===== config.mk =====
export PLATFORM = sky130hd
export DESIGN_NAME = led_sink_serial_control
export DESIGN_NICKNAME = d
export VERILOG_FILES = /design/src/pkg/led_sink_pkg.sv /design/src/design/serial_clock_edge.sv /design/src/design/gate_pulse_detect.sv /design/src/design/led_sink_serial_control.sv
export SDC_FILE = /design/constraint.sdc
export NUM_CORES = 1
export LEC_CHECK = 0
export ABC_CLOCK_PERIOD_IN_PS = 2100
export BUFFER_PORTS_ARGS = -buffer_cell sky130_fd_sc_hd__buf_2
export CAP_MARGIN = 5
export CELL_PAD_IN_SITES_DETAIL_PLACEMENT = 0
export CELL_PAD_IN_SITES_GLOBAL_PLACEMENT = 1
export CORE_MARGIN = 1.5
export CORE_UTILIZATION = 47
export DETAILED_ROUTE_END_ITERATION = 12
export PLACE_DENSITY = 0.87
export SYNTH_ARGS = -nofsm -noshare
export SYNTH_HDL_FRONTEND = slang
export SYNTH_HIERARCHICAL = 1
export SYNTH_SLANG_ARGS = --single-unit
export TNS_END_PERCENT = 1

===== constraint.sdc =====
create_clock -name pclk -period 2.1 [get_ports pclk]
set_input_delay 0.21 -clock pclk [delete_from_list [all_inputs] [get_ports pclk]]
set_output_delay 0.21 -clock pclk [all_outputs]
set_load 0.01 [all_outputs]

===== src/pkg/led_sink_pkg.sv =====
package led_sink_pkg;

  localparam int NUM_UNITS = 3;
  localparam int CHANNELS = 8;
  localparam int CFG_W = 8;

  // register byte offsets
  localparam logic [11:0] CTRL_OFFSET = 12'h000;
  localparam logic [11:0] STAT_A_OFFSET = 12'h004;
  localparam logic [11:0] STAT_B_OFFSET = 12'h008;
  localparam logic [11:0] STAT_C_OFFSET = 12'h00C;

  // status word fields
  localparam int STAT_LATCH_LSB = 0;
  localparam int STAT_CFG_LSB = 8;
  localparam int STAT_MODE_LSB = 16;
  localparam int STAT_SHIFT_LSB = 24;

  // control word: one sink enable per unit
  localparam int CTRL_EN_LSB = 0;
  localparam logic [2:0] CTRL_RESET = 3'h7;

  // default code standing for gain 127/128 and multiplier 1
  localparam logic [7:0] CFG_RESET = 8'hFF;

  // serial clock rises the gate must see high for a switch pulse
  localparam logic [1:0] GATE_PULSE_CLKS = 2'h1;
  // length of the switching phase in serial clock periods
  localparam logic [1:0] SWITCH_CLKS = 2'h2;

  typedef enum logic [1:0] {
    MODE_NORMAL = 2'b00,
    MODE_SWITCH = 2'b01,
    MODE_ADJUST = 2'b10
  } mode_t;

  localparam logic [1:0] DEC_CTRL = 2'h0;
  localparam logic [1:0] DEC_STAT = 2'h1;
  localparam logic [1:0] DEC_NONE = 2'h2;

endpackage


===== src/design/serial_clock_edge.sv =====
`timescale 1ns/1ps
module serial_clock_edge (
  // system
  input wire logic pclk,
  input wire logic presetn,
  // sampled serial clock level
  input wire logic level,
  // one pclk pulse on a rising edge
  output logic rise
);

  typedef struct packed {
    logic prev;
  } edge_state_t;

  edge_state_t state_q;
  edge_state_t state_d;

  always_comb begin
    state_d = state_q;
    state_d.prev = level;
  end

  always_ff @(posedge pclk or negedge presetn) begin
    if (!presetn) begin
      state_q <= '0;
    end else begin
      state_q <= state_d;
    end
  end

  assign rise = level & ~state_q.prev;

endmodule


===== src/design/gate_pulse_detect.sv =====
`timescale 1ns/1ps
module gate_pulse_detect (
  // system
  input wire logic pclk,
  input wire logic presetn,
  // unit pins
  input wire logic sclk_rise,
  input wire logic blank_trigger_n,
  // one pclk pulse after a valid switch pulse ends
  output logic phase_change_trigger
);

  typedef struct packed {
    logic gate;
    logic [1:0] rises;
    logic trig;
  } gate_state_t;

  gate_state_t state_q;
  gate_state_t state_d;

  always_comb begin
    state_d = state_q;
    state_d.gate = blank_trigger_n;
    state_d.trig = 1'b0;
    if (blank_trigger_n && !state_q.gate) begin
      state_d.rises = sclk_rise ? 2'h1 : 2'h0;
    end else if (blank_trigger_n) begin
      // saturate so long blanking never counts as a pulse
      if (sclk_rise && state_q.rises != 2'h3) begin
        state_d.rises = state_q.rises + 2'h1;
      end
    end else if (state_q.gate) begin
      state_d.trig = (state_q.rises == led_sink_pkg::GATE_PULSE_CLKS);
      state_d.rises = 2'h3;
    end
  end

  // idle high after reset with a saturated count: no spurious switch
  always_ff @(posedge pclk or negedge presetn) begin
    if (!presetn) begin
      state_q <= '{gate: 1'b1, rises: 2'h3, trig: 1'b0};
    end else begin
      state_q <= state_d;
    end
  end

  assign phase_change_trigger = state_q.trig;

endmodule


===== src/design/led_sink_serial_control.sv =====
// The placing of the registers and the APB interface to the registers were chosen for this implementation.
`timescale 1ns/1ps
module led_sink_serial_control (
  // apb clock and reset
  input wire logic pclk,
  input wire logic presetn,
  // apb slave
  input wire logic psel,
  input wire logic penable,
  input wire logic pwrite,
  input wire logic [11:0] paddr,
  input wire logic [31:0] pwdata,
  output logic [31:0] prdata,
  output logic pready,
  output logic pslverr,
  // serial pins, one bit per unit
  input wire logic [2:0] serial_in,
  input wire logic [2:0] serial_clk,
  input wire logic [2:0] latch_strobe,
  input wire logic [2:0] blank_trigger_n,
  output logic [2:0] serial_out,
  // sinks, high means channel conducts
  output logic [2:0][7:0] sink_channel,
  // configuration code to the current-setting circuitry
  output logic [2:0][7:0] config_code
);

  ////////////////////////////////////////////////////////////////////////
  // state

  typedef struct packed {
    led_sink_pkg::mode_t mode;
    logic [1:0] sw_cnt;
    logic [7:0] shift;
    logic [7:0] out_latch;
    logic [7:0] cfg;
    logic [7:0] sink;
    logic sout;
  } unit_t;

  typedef struct packed {
    unit_t [2:0] u;
    logic [2:0] sink_en;
    logic [31:0] rdata;
    logic ready;
    logic err;
  } state_t;

  state_t state_q;
  state_t state_d;

  logic [2:0] sclk_rise;
  logic [2:0] phase_trig;

  ////////////////////////////////////////////////////////////////////////
  // per-unit edge and pulse detection

  for (genvar g = 0; g < led_sink_pkg::NUM_UNITS; g++) begin : g_unit
    serial_clock_edge u_edge (
      .pclk(pclk),
      .presetn(presetn),
      .level(serial_clk[g]),
      .rise(sclk_rise[g])
    );
    gate_pulse_detect u_gate (
      .pclk(pclk),
      .presetn(presetn),
      .sclk_rise(sclk_rise[g]),
      .blank_trigger_n(blank_trigger_n[g]),
      .phase_change_trigger(phase_trig[g])
    );
  end

  ////////////////////////////////////////////////////////////////////////
  // helpers

  function automatic logic [1:0] decode(input logic [11:0] addr);
    logic [1:0] kind;
    kind = led_sink_pkg::DEC_NONE;
    if (addr == led_sink_pkg::CTRL_OFFSET) begin
      kind = led_sink_pkg::DEC_CTRL;
    end else if (addr == led_sink_pkg::STAT_A_OFFSET ||
                 addr == led_sink_pkg::STAT_B_OFFSET ||
                 addr == led_sink_pkg::STAT_C_OFFSET) begin
      kind = led_sink_pkg::DEC_STAT;
    end
    return kind;
  endfunction

  function automatic logic [31:0] status_word(input unit_t u);
    logic [31:0] w;
    w = 32'h0000_0000;
    w[led_sink_pkg::STAT_LATCH_LSB +: 8] = u.out_latch;
    w[led_sink_pkg::STAT_CFG_LSB +: 8] = u.cfg;
    w[led_sink_pkg::STAT_MODE_LSB +: 2] = u.mode;
    w[led_sink_pkg::STAT_SHIFT_LSB +: 8] = u.shift;
    return w;
  endfunction

  ////////////////////////////////////////////////////////////////////////
  // next state

  always_comb begin
    logic [1:0] kind;
    logic setup;
    logic access;
    kind = decode(paddr);
    setup = psel & ~penable;
    access = psel & penable & state_q.ready;
    state_d = state_q;

    for (int i = 0; i < led_sink_pkg::NUM_UNITS; i++) begin
      // shifting runs in every phase
      if (sclk_rise[i]) begin
        state_d.u[i].shift = {state_q.u[i].shift[6:0], serial_in[i]};
      end
      case (state_q.u[i].mode)
        led_sink_pkg::MODE_NORMAL: begin
          if (latch_strobe[i]) begin
            state_d.u[i].out_latch = state_d.u[i].shift;
          end
        end
        led_sink_pkg::MODE_SWITCH: begin
          // strobe only selects the mode here, no latch loads
          if (sclk_rise[i]) begin
            state_d.u[i].sw_cnt = state_q.u[i].sw_cnt + 2'h1;
            if (state_q.u[i].sw_cnt + 2'h1 == led_sink_pkg::SWITCH_CLKS) begin
              state_d.u[i].mode = latch_strobe[i] ? led_sink_pkg::MODE_ADJUST
                                                  : led_sink_pkg::MODE_NORMAL;
            end
          end
        end
        led_sink_pkg::MODE_ADJUST: begin
          // only path that alters the config code
          if (latch_strobe[i]) begin
            state_d.u[i].cfg = state_d.u[i].shift;
          end
        end
        default: begin
          state_d.u[i].mode = led_sink_pkg::MODE_NORMAL;
        end
      endcase
      // a fresh pulse restarts switching from any phase
      if (phase_trig[i]) begin
        state_d.u[i].mode = led_sink_pkg::MODE_SWITCH;
        state_d.u[i].sw_cnt = 2'h0;
      end
      // gate blanks every channel whatever the phase
      state_d.u[i].sink = state_d.u[i].out_latch &
                          {8{~blank_trigger_n[i] & state_q.sink_en[i]}};
      state_d.u[i].sout = state_d.u[i].shift[7];
    end

    // zero-wait apb: answer is prepared in setup, given in access
    state_d.ready = setup;
    state_d.err = setup & (kind == led_sink_pkg::DEC_NONE);
    state_d.rdata = 32'h0000_0000;
    if (setup && !pwrite) begin
      case (paddr)
        led_sink_pkg::CTRL_OFFSET: begin
          state_d.rdata[led_sink_pkg::CTRL_EN_LSB +: 3] = state_q.sink_en;
        end
        led_sink_pkg::STAT_A_OFFSET: begin
          state_d.rdata = status_word(state_q.u[0]);
        end
        led_sink_pkg::STAT_B_OFFSET: begin
          state_d.rdata = status_word(state_q.u[1]);
        end
        led_sink_pkg::STAT_C_OFFSET: begin
          state_d.rdata = status_word(state_q.u[2]);
        end
        default: begin
          state_d.rdata = 32'h0000_0000;
        end
      endcase
    end
    if (access && pwrite && decode(paddr) == led_sink_pkg::DEC_CTRL) begin
      state_d.sink_en = pwdata[led_sink_pkg::CTRL_EN_LSB +: 3];
    end
    if (access) begin
      state_d.ready = 1'b0;
      state_d.err = 1'b0;
    end
  end

  ////////////////////////////////////////////////////////////////////////
  // registers

  always_ff @(posedge pclk or negedge presetn) begin
    if (!presetn) begin
      for (int i = 0; i < led_sink_pkg::NUM_UNITS; i++) begin
        state_q.u[i].mode <= led_sink_pkg::MODE_NORMAL;
        state_q.u[i].sw_cnt <= 2'h0;
        state_q.u[i].shift <= 8'h00;
        state_q.u[i].out_latch <= 8'h00;
        state_q.u[i].cfg <= led_sink_pkg::CFG_RESET;
        state_q.u[i].sink <= 8'h00;
        state_q.u[i].sout <= 1'b0;
      end
      state_q.sink_en <= led_sink_pkg::CTRL_RESET;
      state_q.rdata <= 32'h0000_0000;
      state_q.ready <= 1'b0;
      state_q.err <= 1'b0;
    end else begin
      state_q <= state_d;
    end
  end

  ////////////////////////////////////////////////////////////////////////
  // outputs

  always_comb begin
    for (int i = 0; i < led_sink_pkg::NUM_UNITS; i++) begin
      sink_channel[i] = state_q.u[i].sink;
      // one code per unit, not per channel, and never decoded here
      config_code[i] = state_q.u[i].cfg;
      serial_out[i] = state_q.u[i].sout;
    end
  end

  assign prdata = state_q.rdata;
  assign pready = state_q.ready;
  assign pslverr = state_q.err;

endmodule


==> run_results.csv, run 1 <==
group,metric,value,unit
run_status,outcome,"completed",
cts,cts_root_buf,"clkbuf_16",
worst_setup_path,arrival,1.91,ns
synthesis,netlist_top_cells_area,"dfrtp_1 (41%), dfstp_2 (13%), buf_4 (9.2%)",
synthesis,synthTopCellsByCount,"dfrtp_1 (118), buf_4 (89), dfstp_2 (36)",
synthesis,yosysMostFrequentCell,"dfrtp_1",
grt,grt_pass1_vias,4570,
detailed_routing,num_vias,4623,
worst_setup_path,cp_top_family,"buffers and inverters",
cts,tritoncts,"built",
cts,numCtsBuffers,17,
power_and_ir_drop,clkPwrFrac,31.8,%
synthesis,synth_edf_count,0,
worst_setup_path,crit_start,"serial_clk[2]",
power_and_ir_drop,switching_share,31.8,%
timing,finClkSkew,0.0106,ns
power_and_ir_drop,seqPwrFrac,45.2,%
placed_design,io_buffers,110,
detailed_routing,first_iter_violations,298,
grt,antenna_found_initial,0,
hold_path,hp-class,"input pin to register",
synthesis,ys.flop_type,"dfrtp_1",
detailed_routing,wl,15800,um
worst_setup_path,path_buf_inv,2,
worst_setup_path,slowest_delay,0.52,ns
synthesis,syn_area,7230,sq um
synthesis,async_reset_ff_share,100,%
grt,grt_pass1_wl,24600,um
timing,final-max-slew-violation-count,0,
synthesis,yosysWarnings,6,
worst_setup_path,end_kind,"register",
synthesis,ys_seq_area_share,53.9,%
final_layout,multiInputGateArea,2460,sq um
floorplanning,row_count,45,
final_layout,seq_area,3900,sq um
synthesis,synth_top_area_cell,"dfrtp_1",
timing,hold_viol,0,
synthesis,synth.distinct_cells,44,
worst_setup_path,worstPathRequired,2.37,ns
floorplanning,start_util,47.9,%
final_layout,fillCellCount,1319,
placed_design,gp_congestion,0.899,
final_layout,utilization,53.4,%
worst_setup_path,r2r-start,"g_unit[2].u_edge/state_q",
placed_design,place_area,7360,sq um
power_and_ir_drop,total_power,9.94,mW
floorplanning,die_h,127,um
detailed_routing,first_pass_iters,5,
cts,clkTransAtPathRegs,0.06,ns
cts,cts_post_setup_buffers_inserted,0,
timing,fin_crit,1.64,ns
power_and_ir_drop,p_comb_share,22.9,%
power_and_ir_drop,power_density,1230,nW/um^2
power_and_ir_drop,p_int,6.78,mW
cts,cts.sinks,154,
synthesis,synth_top_area_share,40.8,%
grt,grt_max_degree,69,
worst_setup_path,worstPathCellList,"dlygate4sd3_1 > buf_2 > nor2b_4 > mux2i_1 > a211oi_1",
timing,tns,0,ns
cts,htreeDepth,4,
floorplanning,fp.dieW,127,um
final_layout,stdcell_area,8060,sq um
cts,clockBufferDepth,2,
detailed_routing,post_drt_via_cell_ratio,5.38,
final_layout,n_antenna_cell,0,
timing,fin_ws,0.463,ns
cts,clkLatencyLatePin,0.43,ns
synthesis,syn_area_per_cell,11.8,sq um
timing,setup_violations,0,
floorplanning,io_pins,146,
grt,overflow,0,
flow_run,maxCapViolCount,0,
synthesis,syn_inst,614,
final_layout,num-nets-final,728,
placed_design,dpl_worst_slack,0.431,ns
detailed_routing,antenna_left,0,
detailed_routing,drc,0,
grt,track_usage,20.3,%
timing,rsz0062_at_grt,"false",
timing,max-slew-margin-rel,55.1,%
worst_setup_path,start_kind,"input pin",
worst_setup_path,path_class,"input pin to register",
placed_design,place_hpwl,11400,um
timing,fin_crit_sh,78.0,%
synthesis,ys_seq_elements,154,
hold_path,hold_start,"pwdata[2]",
power_and_ir_drop,peakVddDrop,665,uV
detailed_routing,wl_per_cell,18.3,um
worst_setup_path,cp_slowest_cell,"dlygate4sd3_1",
floorplanning,die_area,16100,sq um
power_and_ir_drop,p_switching,3.17,mW
final_layout,syn2layout_area_growth,11.5,%
timing,max_freq,611,MHz
floorplanning,core-area,15100,sq um
worst_setup_path,cp_max_fo,15,
timing,worst_pin_slew,0.673,ns
final_layout,drive_above_1_share,37.3,%
power_and_ir_drop,p_leak,3.82,nW
placed cells by master (no fill, tap or decap), types with 4 or more instances in the layout:
cell,count
inv_1,30
nor2_1,34
mux2_2,26
nor2b_1,6
clkinvlp_4,4
clkbuf_16,17
conb_1,6
nand3b_1,6
mux2i_1,27
nand2b_1,9
a211oi_1,24
dlygate4sd3_1,9
bufinv_16,4
nand2_1,27
a22oi_1,23
dfstp_2,36
dfrtp_1,118
buf_2,109
a21oi_1,30
o21ai_0,24
nor3_1,6
ha_1,9
nor3_2,20
nor2b_4,4
buf_4,10
metal layers:
layer	global-route usage, %	vias to the layer above	wire (um)
met2	31.7	168	7530
met3	4.61	23	987
met1	27.5	2303	6870
met5	0	-	0
met4	8.69	0	362
li1	-	2129	-
power by group through the flow:
stage	logic (mW)	registers (mW)	clock network (mW)
after global routing	2.55	4.58	3.36
final	2.28	4.50	3.16
after global placement	2.19	4.49	0
after floorplan	1.91	4.25	0
after detailed placement	2.27	4.53	0
after CTS	2.29	4.48	3.22
sequential cells by signal, summed over array words and instances (netlist names):
register,count
config_code,24
pready,1
prdata,26
g_unit.u_gate/phase_change_trigger,3
sink_channel,24
pslverr,1
g_unit.u_gate/state_q,9
state_q,63
g_unit.u_edge/state_q,3
cell type report:
class	instances	share of cell area [%]
sequential	154	48.4
multi-input combinational	325	30.5
timing repair buffer	130	9.20
clock buffer	20	5.42
tap	188	2.92
clock inverter	12	2.16
inverter	30	1.40
path summary, 6_finish.rpt:
path	depth (start not counted)	slack, ns	to
max	5	0.46	sink_channel[18]
min	2	0.01	state_q[36]
max reg2reg	3	0.50	sink_channel[18]
min reg2reg	1	0.48	state_q[108]
max in group asynchronous	3	1.06	config_code[3]
min in group asynchronous	2	0.28	g_unit[1].u_edge/state_q
per-stage QoR:
stage,cells,hold WS [ns]
after global routing,859,0.00885
after detailed placement,818,0.182
after global placement,818,0.181
after floorplan,619,-0.0856
after CTS,859,0.00300
final,859,0.0139
worst reg2reg max path, delay by kind of cell, from the launching register on:
kind / cells / cell delay, ns
multiplexers: 1 / 0.45
AND/OR/NAND/NOR: 1 / 0.43
flip-flops: 1 / 0.39
AO/OA/AOI/OAI: 1 / 0.18
cell families (layout without fill, tap and decap cells):
group,after synthesis,count (layout),share of synthesized area (%)
simple gates,135,135,12.4
other cells,1,6,0.0518
flops,154,154,53.9
buf+inv,140,192,12.4
mux,59,59,9.24
fa+ha+maj,9,9,1.56
compound gates,113,113,10.1
xor+xnor,3,3,0.363
timing repair:
action / 4_1_cts / 5_1_grt
gates resized for setup: 0 / 0
hold endpoints to repair: 49 / 0
hold buffers: 9 / 0
(Power assumes the default switching activity.)
==> run 2: changes to the inputs <==
--- a/config.mk
+++ b/config.mk
@@ -5,15 +5,16 @@
 export SDC_FILE = /design/constraint.sdc
 export NUM_CORES = 1
 export LEC_CHECK = 0
-export ABC_CLOCK_PERIOD_IN_PS = 2100
+export ABC_AREA = 1
+export ABC_CLOCK_PERIOD_IN_PS = 1500
 export BUFFER_PORTS_ARGS = -buffer_cell sky130_fd_sc_hd__buf_2
 export CAP_MARGIN = 5
 export CELL_PAD_IN_SITES_DETAIL_PLACEMENT = 0
 export CELL_PAD_IN_SITES_GLOBAL_PLACEMENT = 1
 export CORE_MARGIN = 1.5
-export CORE_UTILIZATION = 47
+export CORE_UTILIZATION = 38
 export DETAILED_ROUTE_END_ITERATION = 12
-export PLACE_DENSITY = 0.87
+export PLACE_DENSITY = 0.79
 export SYNTH_ARGS = -nofsm -noshare
 export SYNTH_HDL_FRONTEND = slang
 export SYNTH_HIERARCHICAL = 1
==> constraint.sdc (replaced) <==
create_clock -name pclk -period 1.5 [get_ports pclk]
set_input_delay 0.15 -clock pclk [delete_from_list [all_inputs] [get_ports pclk]]
set_output_delay 0.15 -clock pclk [all_outputs]
set_load 0.01 [all_outputs]
==> run 2 against run 1 <==
  * Wire length rose by 11%
  * Total power rose by 42%
  * Setup slack got worse by 0.39 ns
  * Combinational power rose by 35%
  * Worst hold slack improved by 0.038 ns
  * Area after synthesis rose by 5.4%
  * Register-to-register slack got worse by 0.42 ns
  * Flip-flop and latch count did not move
  * Non-clock buffer count rose by 25
  * Via count rose by 21%
  * Core utilization fell by 7.8 points
  * First-iteration DRC count rose by 38%
  * Largest cell class unchanged
  * Highest routed layer is now met5
==> run_results.csv, run 2 <==
group,metric,value,unit
placed_design,gp_congestion,0.803,
detailed_routing,antenna_left,0,
cts,cts_post_setup_buffers_inserted,0,
cts,clockBufferDepth,2,
timing,fin_crit_sh,95.2,%
final_layout,final_common_cell,"inv_1",
hold_path,hold_start,"latch_strobe[2]",
final_layout,num-nets-final,996,
final_layout,layout_common_cells,"inv_1 (138), nand2_1 (133), dfrtp_1 (118), nand3_1 (112), buf_2 (109)",
synthesis,synth.distinct_cells,28,
grt,track_usage,18.2,%
detailed_routing,wl_per_cell,14.5,um
final_layout,utilization,45.6,%
cts,numCtsBuffers,17,
synthesis,ys_seq_area_share,51.2,%
power_and_ir_drop,total_power,14.1,mW
synthesis,ys.flop_type,"dfrtp_1",
synthesis,yosysWarnings,6,
detailed_routing,first_pass_iters,5,
placed_design,io_buffers,110,
placed_design,place_area,8100,sq um
final_layout,largest_reg_flops,63,
cts,cts_root_buf,"clkbuf_16",
final_layout,stdcell_area,8930,sq um
worst_setup_path,end_kind,"register",
synthesis,netlist_top_cells_area,"dfrtp_1 (39%), dfstp_2 (12%), buf_4 (9.0%)",
worst_setup_path,slowest_delay,0.57,ns
final_layout,syn2layout_area_growth,17.2,%
hold_path,hold_depth,3,
synthesis,synth_edf_count,0,
synthesis,synth_top_area_cell,"dfrtp_1",
synthesis,syn_area_per_cell,8.90,sq um
synthesis,synth_compound_area_share,9.21,%
power_and_ir_drop,p_switching,4.38,mW
timing,rsz0062_at_grt,"true",
timing,hold_viol,0,
placed_design,dp.cells,1159,
power_and_ir_drop,switching_share,31.1,%
final_layout,drive_above_1_share,28.9,%
grt,grt_max_degree,49,
worst_setup_path,path_buf_inv,4,
worst_setup_path,arrival,1.78,ns
floorplanning,row_count,51,
worst_setup_path,r2r_setup_slack,0.08,ns
cts,clkTransAtPathRegs,0.06,ns
final_layout,n_antenna_cell,0,
synthesis,synth_top_area_share,38.7,%
synthesis,syn_area,7620,sq um
power_and_ir_drop,peakVddDrop,911,uV
cts,clkLatencyLatePin,0.43,ns
run_status,outcome,"completed",
timing,fin_crit,1.43,ns
worst_setup_path,cp_top_family,"buffers and inverters",
worst_setup_path,r2r_end,"state_q[58]",
cts,tritoncts,"built",
final_layout,largest-register,"state_q",
floorplanning,io_pins,146,
worst_setup_path,cp_slowest_cell,"dlygate4sd3_1",
timing,final-max-slew-violation-count,0,
final_layout,stdcell_count,1204,
detailed_routing,first_iter_violations,411,
power_and_ir_drop,p_comb_share,21.8,%
synthesis,yosysMostFrequentCell,"inv_1",
worst_setup_path,path_common_cell,"inv_1",
detailed_routing,drc,0,
flow_run,maxCapViolCount,0,
power_and_ir_drop,seqPwrFrac,44.4,%
synthesis,synthAdderAreaFrac,1.48,%
timing,finClkSkew,0.00781,ns
synthesis,synthTopCellsByCount,"inv_1 (138), nand2_1 (133), dfrtp_1 (118)",
synthesis,yosys.area_share.simple,20.5,%
final_layout,fillCellCount,1947,
synthesis,synthXorXnorAreaFrac,0.345,%
power_and_ir_drop,power_density,1580,nW/um^2
power_and_ir_drop,p_leak,4.65,nW
detailed_routing,wl,17500,um
grt,antenna_found_initial,1,
placed_design,place_hpwl,13000,um
detailed_routing,post_drt_via_cell_ratio,4.63,
synthesis,ys_seq_elements,154,
worst_setup_path,cp_max_fo,8,
floorplanning,fp.dieW,145,um
floorplanning,die_area,20900,sq um
timing,max_freq,700,MHz
synthesis,synthMuxAreaShare,0,%
grt,grt_pass1_vias,5342,
cts,htreeDepth,4,
cts,cts.sinks,154,
worst_setup_path,start_kind,"input pin",
power_and_ir_drop,p_int,9.70,mW
timing,setup_violations,0,
timing,max-slew-margin-rel,65.1,%
power_and_ir_drop,clkPwrFrac,33.8,%
synthesis,syn_inst,856,
floorplanning,die_h,145,um
hold_path,min_to,"state_q[147]",
hold_path,hp-class,"input pin to register",
synthesis,synth_top_family_by_area,"simple AND/OR/NAND/NOR gates",
grt,grt_pass1_wl,28200,um
floorplanning,start_util,38.9,%
worst_setup_path,r2r-start,"g_unit[0].u_edge/state_q",
worst_setup_path,worstPathRequired,1.85,ns
worst_setup_path,path_class,"input pin to register",
worst_setup_path,worstPathCellList,"dlygate4sd3_1 > buf_2 > inv_1 > nor2_2 > inv_1 > or2_2 > o21ai_1 > nand2_1 > o21a_1",
detailed_routing,num_vias,5578,
grt,overflow,0,
synthesis,async_reset_ff_share,100,%
floorplanning,core-area,19600,sq um
timing,worst_pin_slew,0.518,ns
worst_setup_path,r2r_cells,6,
[run 2: cell type report]
class | instances | area [sq um] | area share, %
Multi-Input combinational cell | 452 | 2460 | 27.6
Clock buffer | 22 | 474 | 5.31
Clock inverter | 10 | 189 | 2.12
Sequential cell | 154 | 3900 | 43.7
Inverter | 146 | 548 | 6.14
Timing Repair Buffer | 155 | 1030 | 11.5
Tap cell | 265 | 332 | 3.71
[run 2: kinds of logic (layout without fill, tap and decap cells)]
logic type,after synthesis,count (layout)
and+or+nand+nor,320,320
DFF,154,154
buffers and inverters,255,333
other,1,6
AOI/OAI and AO/OA,114,114
xor gates and xnor gates,3,3
adders and majority gates,9,9
[run 2: what timing repair did]
action	in CTS	in global routing
hold buffers	13	0
endpoints found under the hold margin	41	0
setup endpoints to repair	0	40
gates resized for setup	0	25
[run 2: layer usage]
layer / share of wire [%] / global-route usage, % / routed length (um) / vias to the layer above
met5: 0.069 / 0 / 12 / -
met4: 1.8 / 6.33 / 314 / 2
met3: 4.1 / 3.84 / 724 / 25
met2: 46 / 28.9 / 8120 / 132
met1: 48 / 24.6 / 8340 / 2641
li1: - / - / - / 2778
[run 2: how the worst max path moves through the flow]
stage                                         from          endpoint  depth (start not counted)
after CTS                            serial_clk[1]  sink_channel[14]                          8
final                                serial_clk[1]   config_code[15]                          9
after global placement                   paddr[11]        prdata[16]                          9
after floorplan           g_unit[1].u_edge/state_q   config_code[14]                          6
after detailed placement  g_unit[1].u_edge/state_q  sink_channel[14]                          5
after global routing      g_unit[0].u_edge/state_q       state_q[58]                          6
[run 2: power by group through the flow]
stage	Combinational (mW)	Sequential, mW	Clock [mW]
CTS	3.07	6.24	4.83
global placement	2.94	6.29	0
global route	3.50	6.38	5.01
floorplan	2.48	5.94	0
detailed placement	3.00	6.31	0
finish	3.07	6.26	4.75
[run 2: worst reg2reg max path, delay by kind of cell (launching register included)]
kind / cells / cell delay [ns]
AO/OA/AOI/OAI: 2 / 0.23
flip-flops: 1 / 0.37
AND/OR/NAND/NOR: 2 / 0.40
buffers and inverters: 2 / 0.30
[run 2: metrics by stage]
stage	TNS [ns]	hold slack (ns)	worst slack, ns
4_1_cts	0	0.0466	0.00282
5_1_grt	-0.0363	0.0516	-0.0233
3_3_place_gp	0	0.140	0.0791
2_1_floorplan	0	-0.146	0.249
6_report	0	0.0514	0.0720
3_5_place_dp	0	0.142	0.0593
